**config.mk**
```make
export PLATFORM = sky130hd
export DESIGN_NAME = gpm_top
export DESIGN_NICKNAME = d
export VERILOG_FILES = /design/src/logic/gpm_pkg.sv /design/src/logic/gpm_sync2.sv /design/src/logic/gpm_mux.sv /design/src/logic/gpm_top.sv
export SDC_FILE = /design/constraint.sdc
export NUM_CORES = 1
export LEC_CHECK = 0
export ABC_AREA = 1
export BUFFER_PORTS_ARGS = -buffer_cell sky130_fd_sc_hd__clkbuf_2
export CORE_UTILIZATION = 44
export DETAILED_ROUTE_END_ITERATION = 7
export PLACE_DENSITY = 0.82
export SLEW_MARGIN = 10
export SYNTH_ARGS = -nofsm -noshare
export SYNTH_HDL_FRONTEND = slang
export SYNTH_HIERARCHICAL = 1
export SYNTH_SLANG_ARGS = --single-unit
export TNS_END_PERCENT = 10
```
**constraint.sdc**
```tcl
create_clock -name mclk_in -period 1.3 [get_ports mclk_in]
set_input_delay 0.065 -clock mclk_in [delete_from_list [all_inputs] [get_ports mclk_in]]
set_output_delay 0.065 -clock mclk_in [all_outputs]
set_load 0.005 [all_outputs]
```
**src/logic/gpm_pkg.sv**
```systemverilog
package gpm_pkg;
	// ==========================================================
	// Register map; config index 0x201 is a word index, shifted to byte address 0x804
	localparam logic [11:0] GPM_CFG_INDEX = 12'h201;
	localparam logic [11:0] GPM_CFG_ADDR = {GPM_CFG_INDEX[9:0], 2'b00};
	localparam logic [11:0] GPM_IRQ_STATUS_ADDR = 12'h000;
	localparam logic [11:0] GPM_IRQ_MASK_ADDR = 12'h004;
	localparam logic [11:0] GPM_PIN_STATE_ADDR = 12'h008;
	// ==========================================================
	// Field layout of the pin configuration register
	localparam int GPM_INVERT_BIT = 10;
	localparam int GPM_LEVEL_BIT = 6;
	localparam int GPM_FSEL_LSB = 0;
	localparam int GPM_FSEL_W = 5;
	localparam logic [15:0] GPM_CFG_RESET = 16'h0000;
	localparam logic [4:0] GPM_FSEL_RESET = 5'h00;
	// ==========================================================
	// Function select codes
	localparam logic [4:0] GPM_FN_CLOCK_OUTPUT = 5'h00;
	localparam logic [4:0] GPM_FN_LEVEL = 5'h01;
	localparam logic [4:0] GPM_FN_SERIAL_AUDIO = 5'h02;
	localparam logic [4:0] GPM_FN_IRQ = 5'h03;
	localparam logic [4:0] GPM_FN_THERMAL = 5'h04;
	localparam logic [4:0] GPM_FN_SECOND_PLL_LOCK = 5'h06;
	localparam logic [4:0] GPM_FN_THIRD_PLL_LOCK = 5'h07;
	localparam logic [4:0] GPM_FN_FREQ_LOOP_LOCK = 5'h09;
	localparam logic [4:0] GPM_FN_DYN_RANGE_ACT = 5'h0a;
	localparam logic [4:0] GPM_FN_SEQ_DONE = 5'h0b;
	localparam logic [4:0] GPM_FN_LEVEL_CTRL_NG = 5'h0c;
	localparam logic [4:0] GPM_FN_LEVEL_CTRL_PEAK = 5'h0d;
	localparam logic [4:0] GPM_FN_LEVEL_CTRL_SAT = 5'h0e;
	localparam logic [4:0] GPM_FN_LEVEL_CTRL_THR = 5'h0f;
	localparam logic [4:0] GPM_FN_LEVEL_CTRL_LOCK = 5'h10;
	localparam logic [4:0] GPM_FN_BUF_ERR = 5'h11;
	localparam logic [4:0] GPM_FN_GEN_CLK = 5'h12;
	localparam logic [4:0] GPM_FN_DMIC_CLK = 5'h13;
	localparam logic [4:0] GPM_FN_MIC_DET = 5'h15;
	localparam logic [4:0] GPM_FN_MIC_SHORT = 5'h16;
	// ==========================================================
	// Interrupt bits: pin rise, pin fall, reserved code written
	localparam int GPM_IRQ_W = 3;
	localparam int GPM_IRQ_RISE = 0;
	localparam int GPM_IRQ_FALL = 1;
	localparam int GPM_IRQ_RSVD = 2;
	localparam logic [2:0] GPM_IRQ_RESET = 3'h0;
	localparam int GPM_SOURCES = 32;
endpackage

```
**src/logic/gpm_sync2.sv**
```systemverilog
`timescale 1ns/1ps
// ==========================================================
// Two-stage synchroniser, one per bit
module gpm_sync2 #(
	parameter int WIDTH = 1
) (
	input wire logic mclk_in,
	input wire logic reset_in,
	input wire logic [WIDTH-1:0] async_in,
	output logic [WIDTH-1:0] sync_out
);
	if (WIDTH < 1) begin : g_bad_width
		$error("gpm_sync2: WIDTH must be at least 1");
	end

	logic [WIDTH-1:0] meta_q;
	logic [WIDTH-1:0] sync_q;

	always_ff @(posedge mclk_in) begin
		if (reset_in) begin
			meta_q <= '0;
			sync_q <= '0;
		end else begin
			meta_q <= async_in;
			sync_q <= meta_q;
		end
	end

	assign sync_out = sync_q;
endmodule // gpm_sync2

```
**src/logic/gpm_mux.sv**
```systemverilog
`timescale 1ns/1ps
// ==========================================================
// Function selection and polarity stage
module gpm_mux
	import gpm_pkg::*;
#(
	parameter int SEL_W = 5
) (
	input wire logic [GPM_SOURCES-1:0] sources_in,
	input wire logic [SEL_W-1:0] select_in,
	input wire logic invert_in,
	output logic selected_out,
	output logic pin_level_out
);
	if (SEL_W != GPM_FSEL_W || (1 << SEL_W) != GPM_SOURCES) begin : g_bad_sel
		$error("gpm_mux: SEL_W must match the select field");
	end

	wire logic picked;
	assign picked = sources_in[select_in];
	assign selected_out = picked;
	// Inversion after the mux, whatever is routed
	assign pin_level_out = picked ^ invert_in;
endmodule // gpm_mux

```
**src/logic/gpm_top.sv**
```systemverilog
`timescale 1ns/1ps
module gpm_top
	import gpm_pkg::*;
(
	input wire logic mclk_in,
	input wire logic reset_in,
	// APB slave
	input wire logic psel_in,
	input wire logic penable_in,
	input wire logic pwrite_in,
	input wire logic [11:0] paddr_in,
	input wire logic [31:0] pwdata_in,
	input wire logic [3:0] pstrb_in,
	output logic [31:0] prdata_out,
	output logic pready_out,
	output logic pslverr_out,
	// Routed internal signals (clocks arrive as plain levels)
	input wire logic clock_output_in,
	input wire logic serial_audio_out_in,
	input wire logic irq_request_in,
	input wire logic thermal_shutdown_in,
	input wire logic second_pll_lock_in,
	input wire logic third_pll_lock_in,
	input wire logic frequency_locked_loop_lock_in,
	input wire logic dynamic_range_controller_active_in,
	input wire logic write_sequencer_done_in,
	input wire logic automatic_level_control_noise_gate_in,
	input wire logic automatic_level_control_peak_overload_in,
	input wire logic automatic_level_control_saturation_in,
	input wire logic automatic_level_control_threshold_in,
	input wire logic automatic_level_control_level_lock_in,
	input wire logic buffer_error_in,
	input wire logic general_output_clock_in,
	input wire logic dmic_clock_in,
	input wire logic mic_detect_in,
	input wire logic mic_short_in,
	// Pin and interrupt
	output logic pin2_out,
	output logic pin2_oe_out,
	output logic irq_out
);
	// ==========================================================
	// Input synchronisation
	localparam int NSRC = 19;
	wire logic [NSRC-1:0] raw_src;
	wire logic [NSRC-1:0] sync_src;

	assign raw_src = {mic_short_in, mic_detect_in, dmic_clock_in,
		general_output_clock_in, buffer_error_in,
		automatic_level_control_level_lock_in,
		automatic_level_control_threshold_in,
		automatic_level_control_saturation_in,
		automatic_level_control_peak_overload_in,
		automatic_level_control_noise_gate_in, write_sequencer_done_in,
		dynamic_range_controller_active_in,
		frequency_locked_loop_lock_in, third_pll_lock_in,
		second_pll_lock_in, thermal_shutdown_in, irq_request_in,
		serial_audio_out_in, clock_output_in};

	// Sources come from other blocks and clocks, so all are resynchronised
	gpm_sync2 #(
		.WIDTH(NSRC)
	) u_sync (
		.mclk_in(mclk_in),
		.reset_in(reset_in),
		.async_in(raw_src),
		.sync_out(sync_src)
	);

	// ==========================================================
	// Configuration registers
	logic pin2_invert_q;
	logic pin2_static_level_q;
	logic [4:0] pin2_function_select_q;
	logic [GPM_IRQ_W-1:0] irq_status_q;
	logic [GPM_IRQ_W-1:0] irq_status_d;
	logic [GPM_IRQ_W-1:0] irq_mask_q;
	logic pin_q;
	logic pin_prev_q;

	// ==========================================================
	// APB decode
	wire logic access;
	wire logic wr_en;
	wire logic hit_cfg;
	wire logic hit_sts;
	wire logic hit_msk;
	wire logic hit_pin;
	wire logic hit_any;
	wire logic wr_cfg;
	wire logic wr_cfg_lo;
	wire logic wr_cfg_hi;

	assign access = psel_in & penable_in;
	assign wr_en = access & pwrite_in;
	assign hit_cfg = paddr_in == GPM_CFG_ADDR;
	assign hit_sts = paddr_in == GPM_IRQ_STATUS_ADDR;
	assign hit_msk = paddr_in == GPM_IRQ_MASK_ADDR;
	assign hit_pin = paddr_in == GPM_PIN_STATE_ADDR;
	assign hit_any = hit_cfg | hit_sts | hit_msk | hit_pin;
	assign wr_cfg = wr_en & hit_cfg;
	assign wr_cfg_lo = wr_cfg & pstrb_in[0];
	assign wr_cfg_hi = wr_cfg & pstrb_in[1];

	// Zero-wait slave; unmapped addresses answer with an error
	assign pready_out = 1'b1;
	assign pslverr_out = access & ~hit_any;

	always_ff @(posedge mclk_in) begin
		if (reset_in) begin
			pin2_function_select_q <= GPM_FSEL_RESET;
			pin2_static_level_q <= GPM_CFG_RESET[GPM_LEVEL_BIT];
		end else if (wr_cfg_lo) begin
			pin2_function_select_q <=
				pwdata_in[GPM_FSEL_LSB +: GPM_FSEL_W];
			pin2_static_level_q <= pwdata_in[GPM_LEVEL_BIT];
		end
	end

	always_ff @(posedge mclk_in) begin
		if (reset_in) begin
			pin2_invert_q <= GPM_CFG_RESET[GPM_INVERT_BIT];
		end else if (wr_cfg_hi) begin
			pin2_invert_q <= pwdata_in[GPM_INVERT_BIT];
		end
	end

	// ==========================================================
	// Source table indexed by function select
	logic [GPM_SOURCES-1:0] src_table;

	always_comb begin
		src_table = '0;
		src_table[GPM_FN_CLOCK_OUTPUT] = sync_src[0];
		src_table[GPM_FN_LEVEL] = pin2_static_level_q;
		src_table[GPM_FN_SERIAL_AUDIO] = sync_src[1];
		src_table[GPM_FN_IRQ] = sync_src[2];
		src_table[GPM_FN_THERMAL] = sync_src[3];
		src_table[GPM_FN_SECOND_PLL_LOCK] = sync_src[4];
		src_table[GPM_FN_THIRD_PLL_LOCK] = sync_src[5];
		src_table[GPM_FN_FREQ_LOOP_LOCK] = sync_src[6];
		src_table[GPM_FN_DYN_RANGE_ACT] = sync_src[7];
		src_table[GPM_FN_SEQ_DONE] = sync_src[8];
		src_table[GPM_FN_LEVEL_CTRL_NG] = sync_src[9];
		src_table[GPM_FN_LEVEL_CTRL_PEAK] = sync_src[10];
		src_table[GPM_FN_LEVEL_CTRL_SAT] = sync_src[11];
		src_table[GPM_FN_LEVEL_CTRL_THR] = sync_src[12];
		src_table[GPM_FN_LEVEL_CTRL_LOCK] = sync_src[13];
		src_table[GPM_FN_BUF_ERR] = sync_src[14];
		src_table[GPM_FN_GEN_CLK] = sync_src[15];
		src_table[GPM_FN_DMIC_CLK] = sync_src[16];
		src_table[GPM_FN_MIC_DET] = sync_src[17];
		src_table[GPM_FN_MIC_SHORT] = sync_src[18];
		// Reserved codes see logic low before inversion
	end

	wire logic pin_level;

	gpm_mux #(
		.SEL_W(GPM_FSEL_W)
	) u_mux (
		.sources_in(src_table),
		.select_in(pin2_function_select_q),
		.invert_in(pin2_invert_q),
		.selected_out(),
		.pin_level_out(pin_level)
	);

	// Registered pin so the output never glitches across the mux
	always_ff @(posedge mclk_in) begin
		if (reset_in) begin
			pin_q <= 1'b0;
			pin_prev_q <= 1'b0;
		end else begin
			pin_q <= pin_level;
			pin_prev_q <= pin_q;
		end
	end

	assign pin2_out = pin_q;
	assign pin2_oe_out = 1'b1;

	// ==========================================================
	// Interrupts: sticky, write one to clear, set beats clear
	wire logic [GPM_IRQ_W-1:0] irq_event;
	wire logic [GPM_IRQ_W-1:0] irq_clear;
	wire logic rsvd_code;
	wire logic [4:0] new_fsel;

	assign new_fsel = pwdata_in[GPM_FSEL_LSB +: GPM_FSEL_W];
	assign rsvd_code = new_fsel == 5'h05 || new_fsel == 5'h08
		|| new_fsel == 5'h14 || new_fsel >= 5'h17;
	assign irq_event[GPM_IRQ_RISE] = pin_q & ~pin_prev_q;
	assign irq_event[GPM_IRQ_FALL] = ~pin_q & pin_prev_q;
	assign irq_event[GPM_IRQ_RSVD] = wr_cfg_lo & rsvd_code;
	assign irq_clear = (wr_en & hit_sts & pstrb_in[0])
		? pwdata_in[GPM_IRQ_W-1:0] : '0;

	always_comb begin
		irq_status_d = (irq_status_q & ~irq_clear) | irq_event;
	end

	always_ff @(posedge mclk_in) begin
		if (reset_in) begin
			irq_status_q <= GPM_IRQ_RESET;
			irq_mask_q <= GPM_IRQ_RESET;
		end else begin
			irq_status_q <= irq_status_d;
			if (wr_en && hit_msk && pstrb_in[0]) begin
				irq_mask_q <= pwdata_in[GPM_IRQ_W-1:0];
			end
		end
	end

	assign irq_out = |(irq_status_q & irq_mask_q);

	// ==========================================================
	// Read data; level bit reads zero as it is write-only
	logic [31:0] rdata;

	always_comb begin
		rdata = '0;
		if (hit_cfg) begin
			rdata[GPM_INVERT_BIT] = pin2_invert_q;
			rdata[GPM_FSEL_LSB +: GPM_FSEL_W] = pin2_function_select_q;
			// Level bit left at zero: write-only
		end else if (hit_sts) begin
			rdata[GPM_IRQ_W-1:0] = irq_status_q;
		end else if (hit_msk) begin
			rdata[GPM_IRQ_W-1:0] = irq_mask_q;
		end else if (hit_pin) begin
			rdata[0] = pin_q;
		end
	end

	assign prdata_out = (access && !pwrite_in) ? rdata : '0;
endmodule // gpm_top

```
Word level (Yosys, flattened, before mapping)
Cells that the tools add are included.
- reduce and logical (&&, ||, !) cells: 9
- muxes and demuxes: 11
- equal/unequal tests: 6
- magnitude comparators: 2
- bitwise logic cells: 22
- operator list (kind ; number):
    $eq A12 B12 Y1 const B ; 1
    $eq A12 B3 Y1 const B ; 1
    $eq A12 B4 Y1 const B ; 1
    $logic_not A12 Y1 ; 1
    $and A1 B1 Y1 ; 11
    $mux W11 ; 1
    $mux W3 ; 3
    $and A3 B3 Y3 ; 2
    $lt A5 B6 Y1 const B ; 1
    $bmux W1 S5 ; 1
    $eq A5 B3 Y1 const B ; 1
    $eq A5 B4 Y1 const B ; 1
    $eq A5 B5 Y1 const B ; 1
    $ge A5 B5 Y1 const B ; 1
    $mux W1 ; 4
    $mux W2 ; 2
    $logic_and A1 B1 Y1 ; 3
    $logic_or A1 B1 Y1 ; 3
    $not A1 Y1 ; 3
    $not A3 Y3 ; 1
    $or A1 B1 Y1 ; 3
    $or A3 B3 Y3 ; 1
    $reduce_or A3 Y1 ; 1
    $logic_not A1 Y1 ; 1
    $xor A1 B1 Y1 ; 1
- flip-flop bits (word level): 53

Longest topological paths before layout
- depth after elaboration: 8
- depth in mapped cells: 14
- depth with buffers taken out: 12

Hierarchy
Netlist, hierarchy kept.
- modules (own cells, without submodules) (module ; cells an instance ; times used ; area each (µm²)):
    gpm_top ; 182 ; 1 ; 1227.4
    gpm_sync2 ; 118 ; 1 ; 1084.8
    gpm_mux ; 81 ; 1 ; 405.4

Worst setup path before layout
Ideal clock, no wire load.
- kind: reg2reg
- start point: register pin2_function_select_q[0]
- end point: register pin_q, in the netlist pin2_out
- cell stages (with the launch flop): 15
- buffers on the path: 2
- path slack: 0.004 ns
- data arrival time: 1.232 ns
- cell sequence: dfxtp_1 -> buf_6 -> inv_6 -> buf_12 -> nand2_2 -> nand3_1 -> nand3_1 -> nand2_1 -> nand2_1 -> nand3_2 -> nand2_1 -> nand2_1 -> nand2_1 -> inv_1 -> nor2_1
- longest elaborated chain between the ends: 3
- ends and longest elaborated chain (what ; RTL line ; RTL):
    start: declaration ; gpm_top.sv:74 ; logic [4:0] pin2_function_select_q;
    start signal: assignment ; gpm_top.sv:114 ; pin2_function_select_q <=
    $bmux W1 S5 ; gpm_mux.sv:20 ; assign picked = sources_in[select_in];
    $mux W1 (not written as such) ; gpm_mux.sv:20 ;
    $xor A1 B1 Y1 ; gpm_mux.sv:23 ; assign pin_level_out = picked ^ invert_in;
    net pin_level ; gpm_top.sv:157 ; wire logic pin_level;
    end signal: assignment ; gpm_top.sv:175 ; pin_q <= pin_level;
    end: declaration ; gpm_top.sv:78 ; logic pin_q;
The timed path passes the listed nets, and every way through them passes these cells. The select of a mux whose other input is x is not followed.
A chain may end at the register's enable or synchronous reset.

Worst setup path in the final report
Same ends and word-level chain as after synthesis.

==> out/metrics.yaml <==
status:
  run_status: "finished with violations"
  violations: "setup timing"
power:
  p_leak_uw: 0.00181
  p_clk_share_pct: 32.7
  ir_worst_vdd_mv: 0.855
  finalPower_uw: 3000
  p_int_uw: 2230
  p_comb_share_pct: 10.8
  power.density_mw_per_mm2: 867
  power_switching_uw: 770
  sequentialPowerShare_pct: 56.5
  switching_share_pct: 25.7
global_routing:
  antenna_found_initial: 0
  grt-ovfl-total: 0
  grt_pass1_wl_mm: 8.36
  first_global_vias: 2127
  grt.total_usage_pct: 16.3
  grt_max_degree: 44
die:
  start_util_pct: 45.8
  die_height_um: 80.5
  coreArea_mm2: 0.00592
  ioPinCount: 109
  fp.dieArea_mm2: 0.00649
  die_w_um: 80.5
  num_rows: 28
clocking:
  cts_sinks: 53
  h-tree-depth: 2
  clk_path_buf_depth: 2
  cts_buffers: 5
  clkTransAtPathRegs_ns: 0.11
  cts_tree: "done"
  clkLatencyLatePin_ns: 0.31
  clockRootBuffer: "clkbuf_8"
sta:
  finalHoldViolCount: 0
  fmax_mhz: 704
  finalSetupViolations: 2
  post-route-period-util_pct: 109
  finalWorstSetupSlack_ns: -0.120
  rsz0062_at_grt: "yes"
  skew_ns: 0.00561
  drv_slew: 0
  fin_setup_tns_ns: -0.165
  fin_crit_ns: 1.42
detailed_routing:
  final_antenna_net_count: 0
  num_vias: 2455
  avgRoutedWirePerCell_um: 9.61
  dr.pass1.iters: 4
  first_iter_violations: 144
  via_per_inst: 4.45
  drc: 0
  wl_mm: 5.31
critical_path:
  worstPathRequired_ns: 1.49
  critPathSlowestCell: "dfxtp_4"
  crit_arrival_ns: 1.61
  critPathMaxStageDelay_ns: 0.39
  critPathTopFamily: "simple AND/OR/NAND/NOR gates"
  crit_path_end_kind: "flip-flop"
  worst-path-max-fanout: 6
  worstPathCellList: "buf_12 > buf_8 > nand2_1 > nand3_1 > nand3_1 > nand2_1 > nand2_1 > nand3_2 > nand2_1 > nand2_1 > nand2_1 > inv_1 > nor2_1"
  path_class: "flip-flop to flip-flop"
  worst_setup_path_start_kind: "flip-flop"
  cp_num_buf_inv: 3
  crit_path_frequent_cell: "nand2_1"
yosys:
  syn_area_mm2: 0.00271
  syn_area_per_cell_um2: 7.14
  ys.warnings.count: 6
  synth_cells: 380
final_layout:
  seq_area_mm2: 0.00107
  num_antenna_cells: 0
  drive_gt1_share_pct: 27.5
  syn_to_final_growth_pct: 27.4
  multiInputGateArea_mm2: 0.00131
  utilization_pct: 58.4
  fin_cells: 552
  nFillCells: 510
  fin_nets: 548
place:
  dp_hpwl_mm: 3.79
  io_buffer_count: 53
  preCtsSetupSlack_ns: -0.0895
  place_inst: 519
  gp_congestion: 0.852
min_path:
  hp-class: "input pin to flip-flop"
job:
  cap_violations: 0
[per-layer routing]
| layer | track usage (%) | wire [um] | up-vias |
|---|---|---|---|
| li1 | - | - | 1269 |
| met1 | 17.9 | 2210 | 1092 |
| met2 | 30.3 | 2710 | 80 |
| met3 | 2.95 | 260 | 14 |
| met4 | 6.61 | 127 | 0 |
| met5 | 0 | 0 | - |
[cell usage in the layout, fill, tap and decap left out, types with 2 or more instances in the layout]
cell / count
o21ai_1: 4
dfxtp_1: 50
inv_2: 3
nor3_1: 4
inv_6: 3
nand2_4: 4
clkbuf_8: 5
nor2_2: 6
inv_1: 63
nor2_8: 3
nand3_2: 13
buf_4: 9
clkbuf_2: 53
nand2_2: 19
nor2_1: 63
nand4_1: 5
a21oi_1: 6
dfxtp_4: 3
dlygate4sd3_1: 20
nand3_1: 30
o211ai_1: 2
nand2_1: 56
conb_1: 40
[timing repair]
item	CTS	global route
setup endpoints to repair	4	5
hold endpoints to repair	20	0
gates resized for setup	5	28
setup buffers	0	3
gates cloned	0	2
hold buffers	20	0
pin swaps	0	19
[flip-flops by register name, summed over array words and instances, names as in the netlist]
| signal | count |
|---|---|
| pin2_out | 1 |
| u_sync/sync_out | 19 |
| pin_prev_q | 1 |
| irq_mask_q | 3 |
| pin2_function_select_q | 5 |
| pin2_static_level_q | 1 |
| pin2_invert_q | 1 |
| u_sync/meta_q | 19 |
| irq_status_q | 3 |
[tightest hold or removal path, stage by stage]
cell and delay, ns:
clkbuf_2 0.10, nor2_1 0.05, nor2_1 0.08
[per-stage QoR]
stage	area [um^2]	hold slack, ns
final	3460	0.00980
after global routing	3460	0.00792
after CTS	3300	0.000980
after detailed placement	3000	0.261
after global placement	3000	0.259
after floorplan	2860	0.127
[final cells by class]
type                            instances  area share [%]
Clock inverter                          3           0.832
Timing Repair inverter                  1           0.253
Multi-Input combinational cell        261            38.0
Inverter                               68            7.74
Tap cell                               75            2.71
Clock buffer                            5            1.99
Sequential cell                        53            31.0
Timing Repair Buffer                   86            17.5
[worst paths after layout]
kind / end / depth (start not counted) / startpoint / slack, ns
worst max-delay path: pin2_out$_SDFF_PP0_ / 13 / pin2_function_select_q[0]$_SDFFE_PP0P_ / -0.12
worst min-delay path: irq_mask_q[1]$_SDFFE_PP0P_ / 3 / pwdata_in[1] / 0.01
worst max register to register: pin2_out$_SDFF_PP0_ / 13 / pin2_function_select_q[0]$_SDFFE_PP0P_ / -0.12
worst min register to register: u_sync/sync_out[8]$_SDFF_PP0_ / 2 / u_sync/meta_q[8]$_SDFF_PP0_ / 0.41
[power by group through the flow]
| stage | logic, uW | clock network [uW] | registers, uW |
|---|---|---|---|
| floorplan | 231 | 0 | 1730 |
| global placement | 260 | 0 | 1730 |
| detailed placement | 269 | 0 | 1740 |
| CTS | 316 | 1010 | 1700 |
| global route | 372 | 1080 | 1700 |
| finish | 325 | 981 | 1690 |
(Power assumes the default switching activity.)
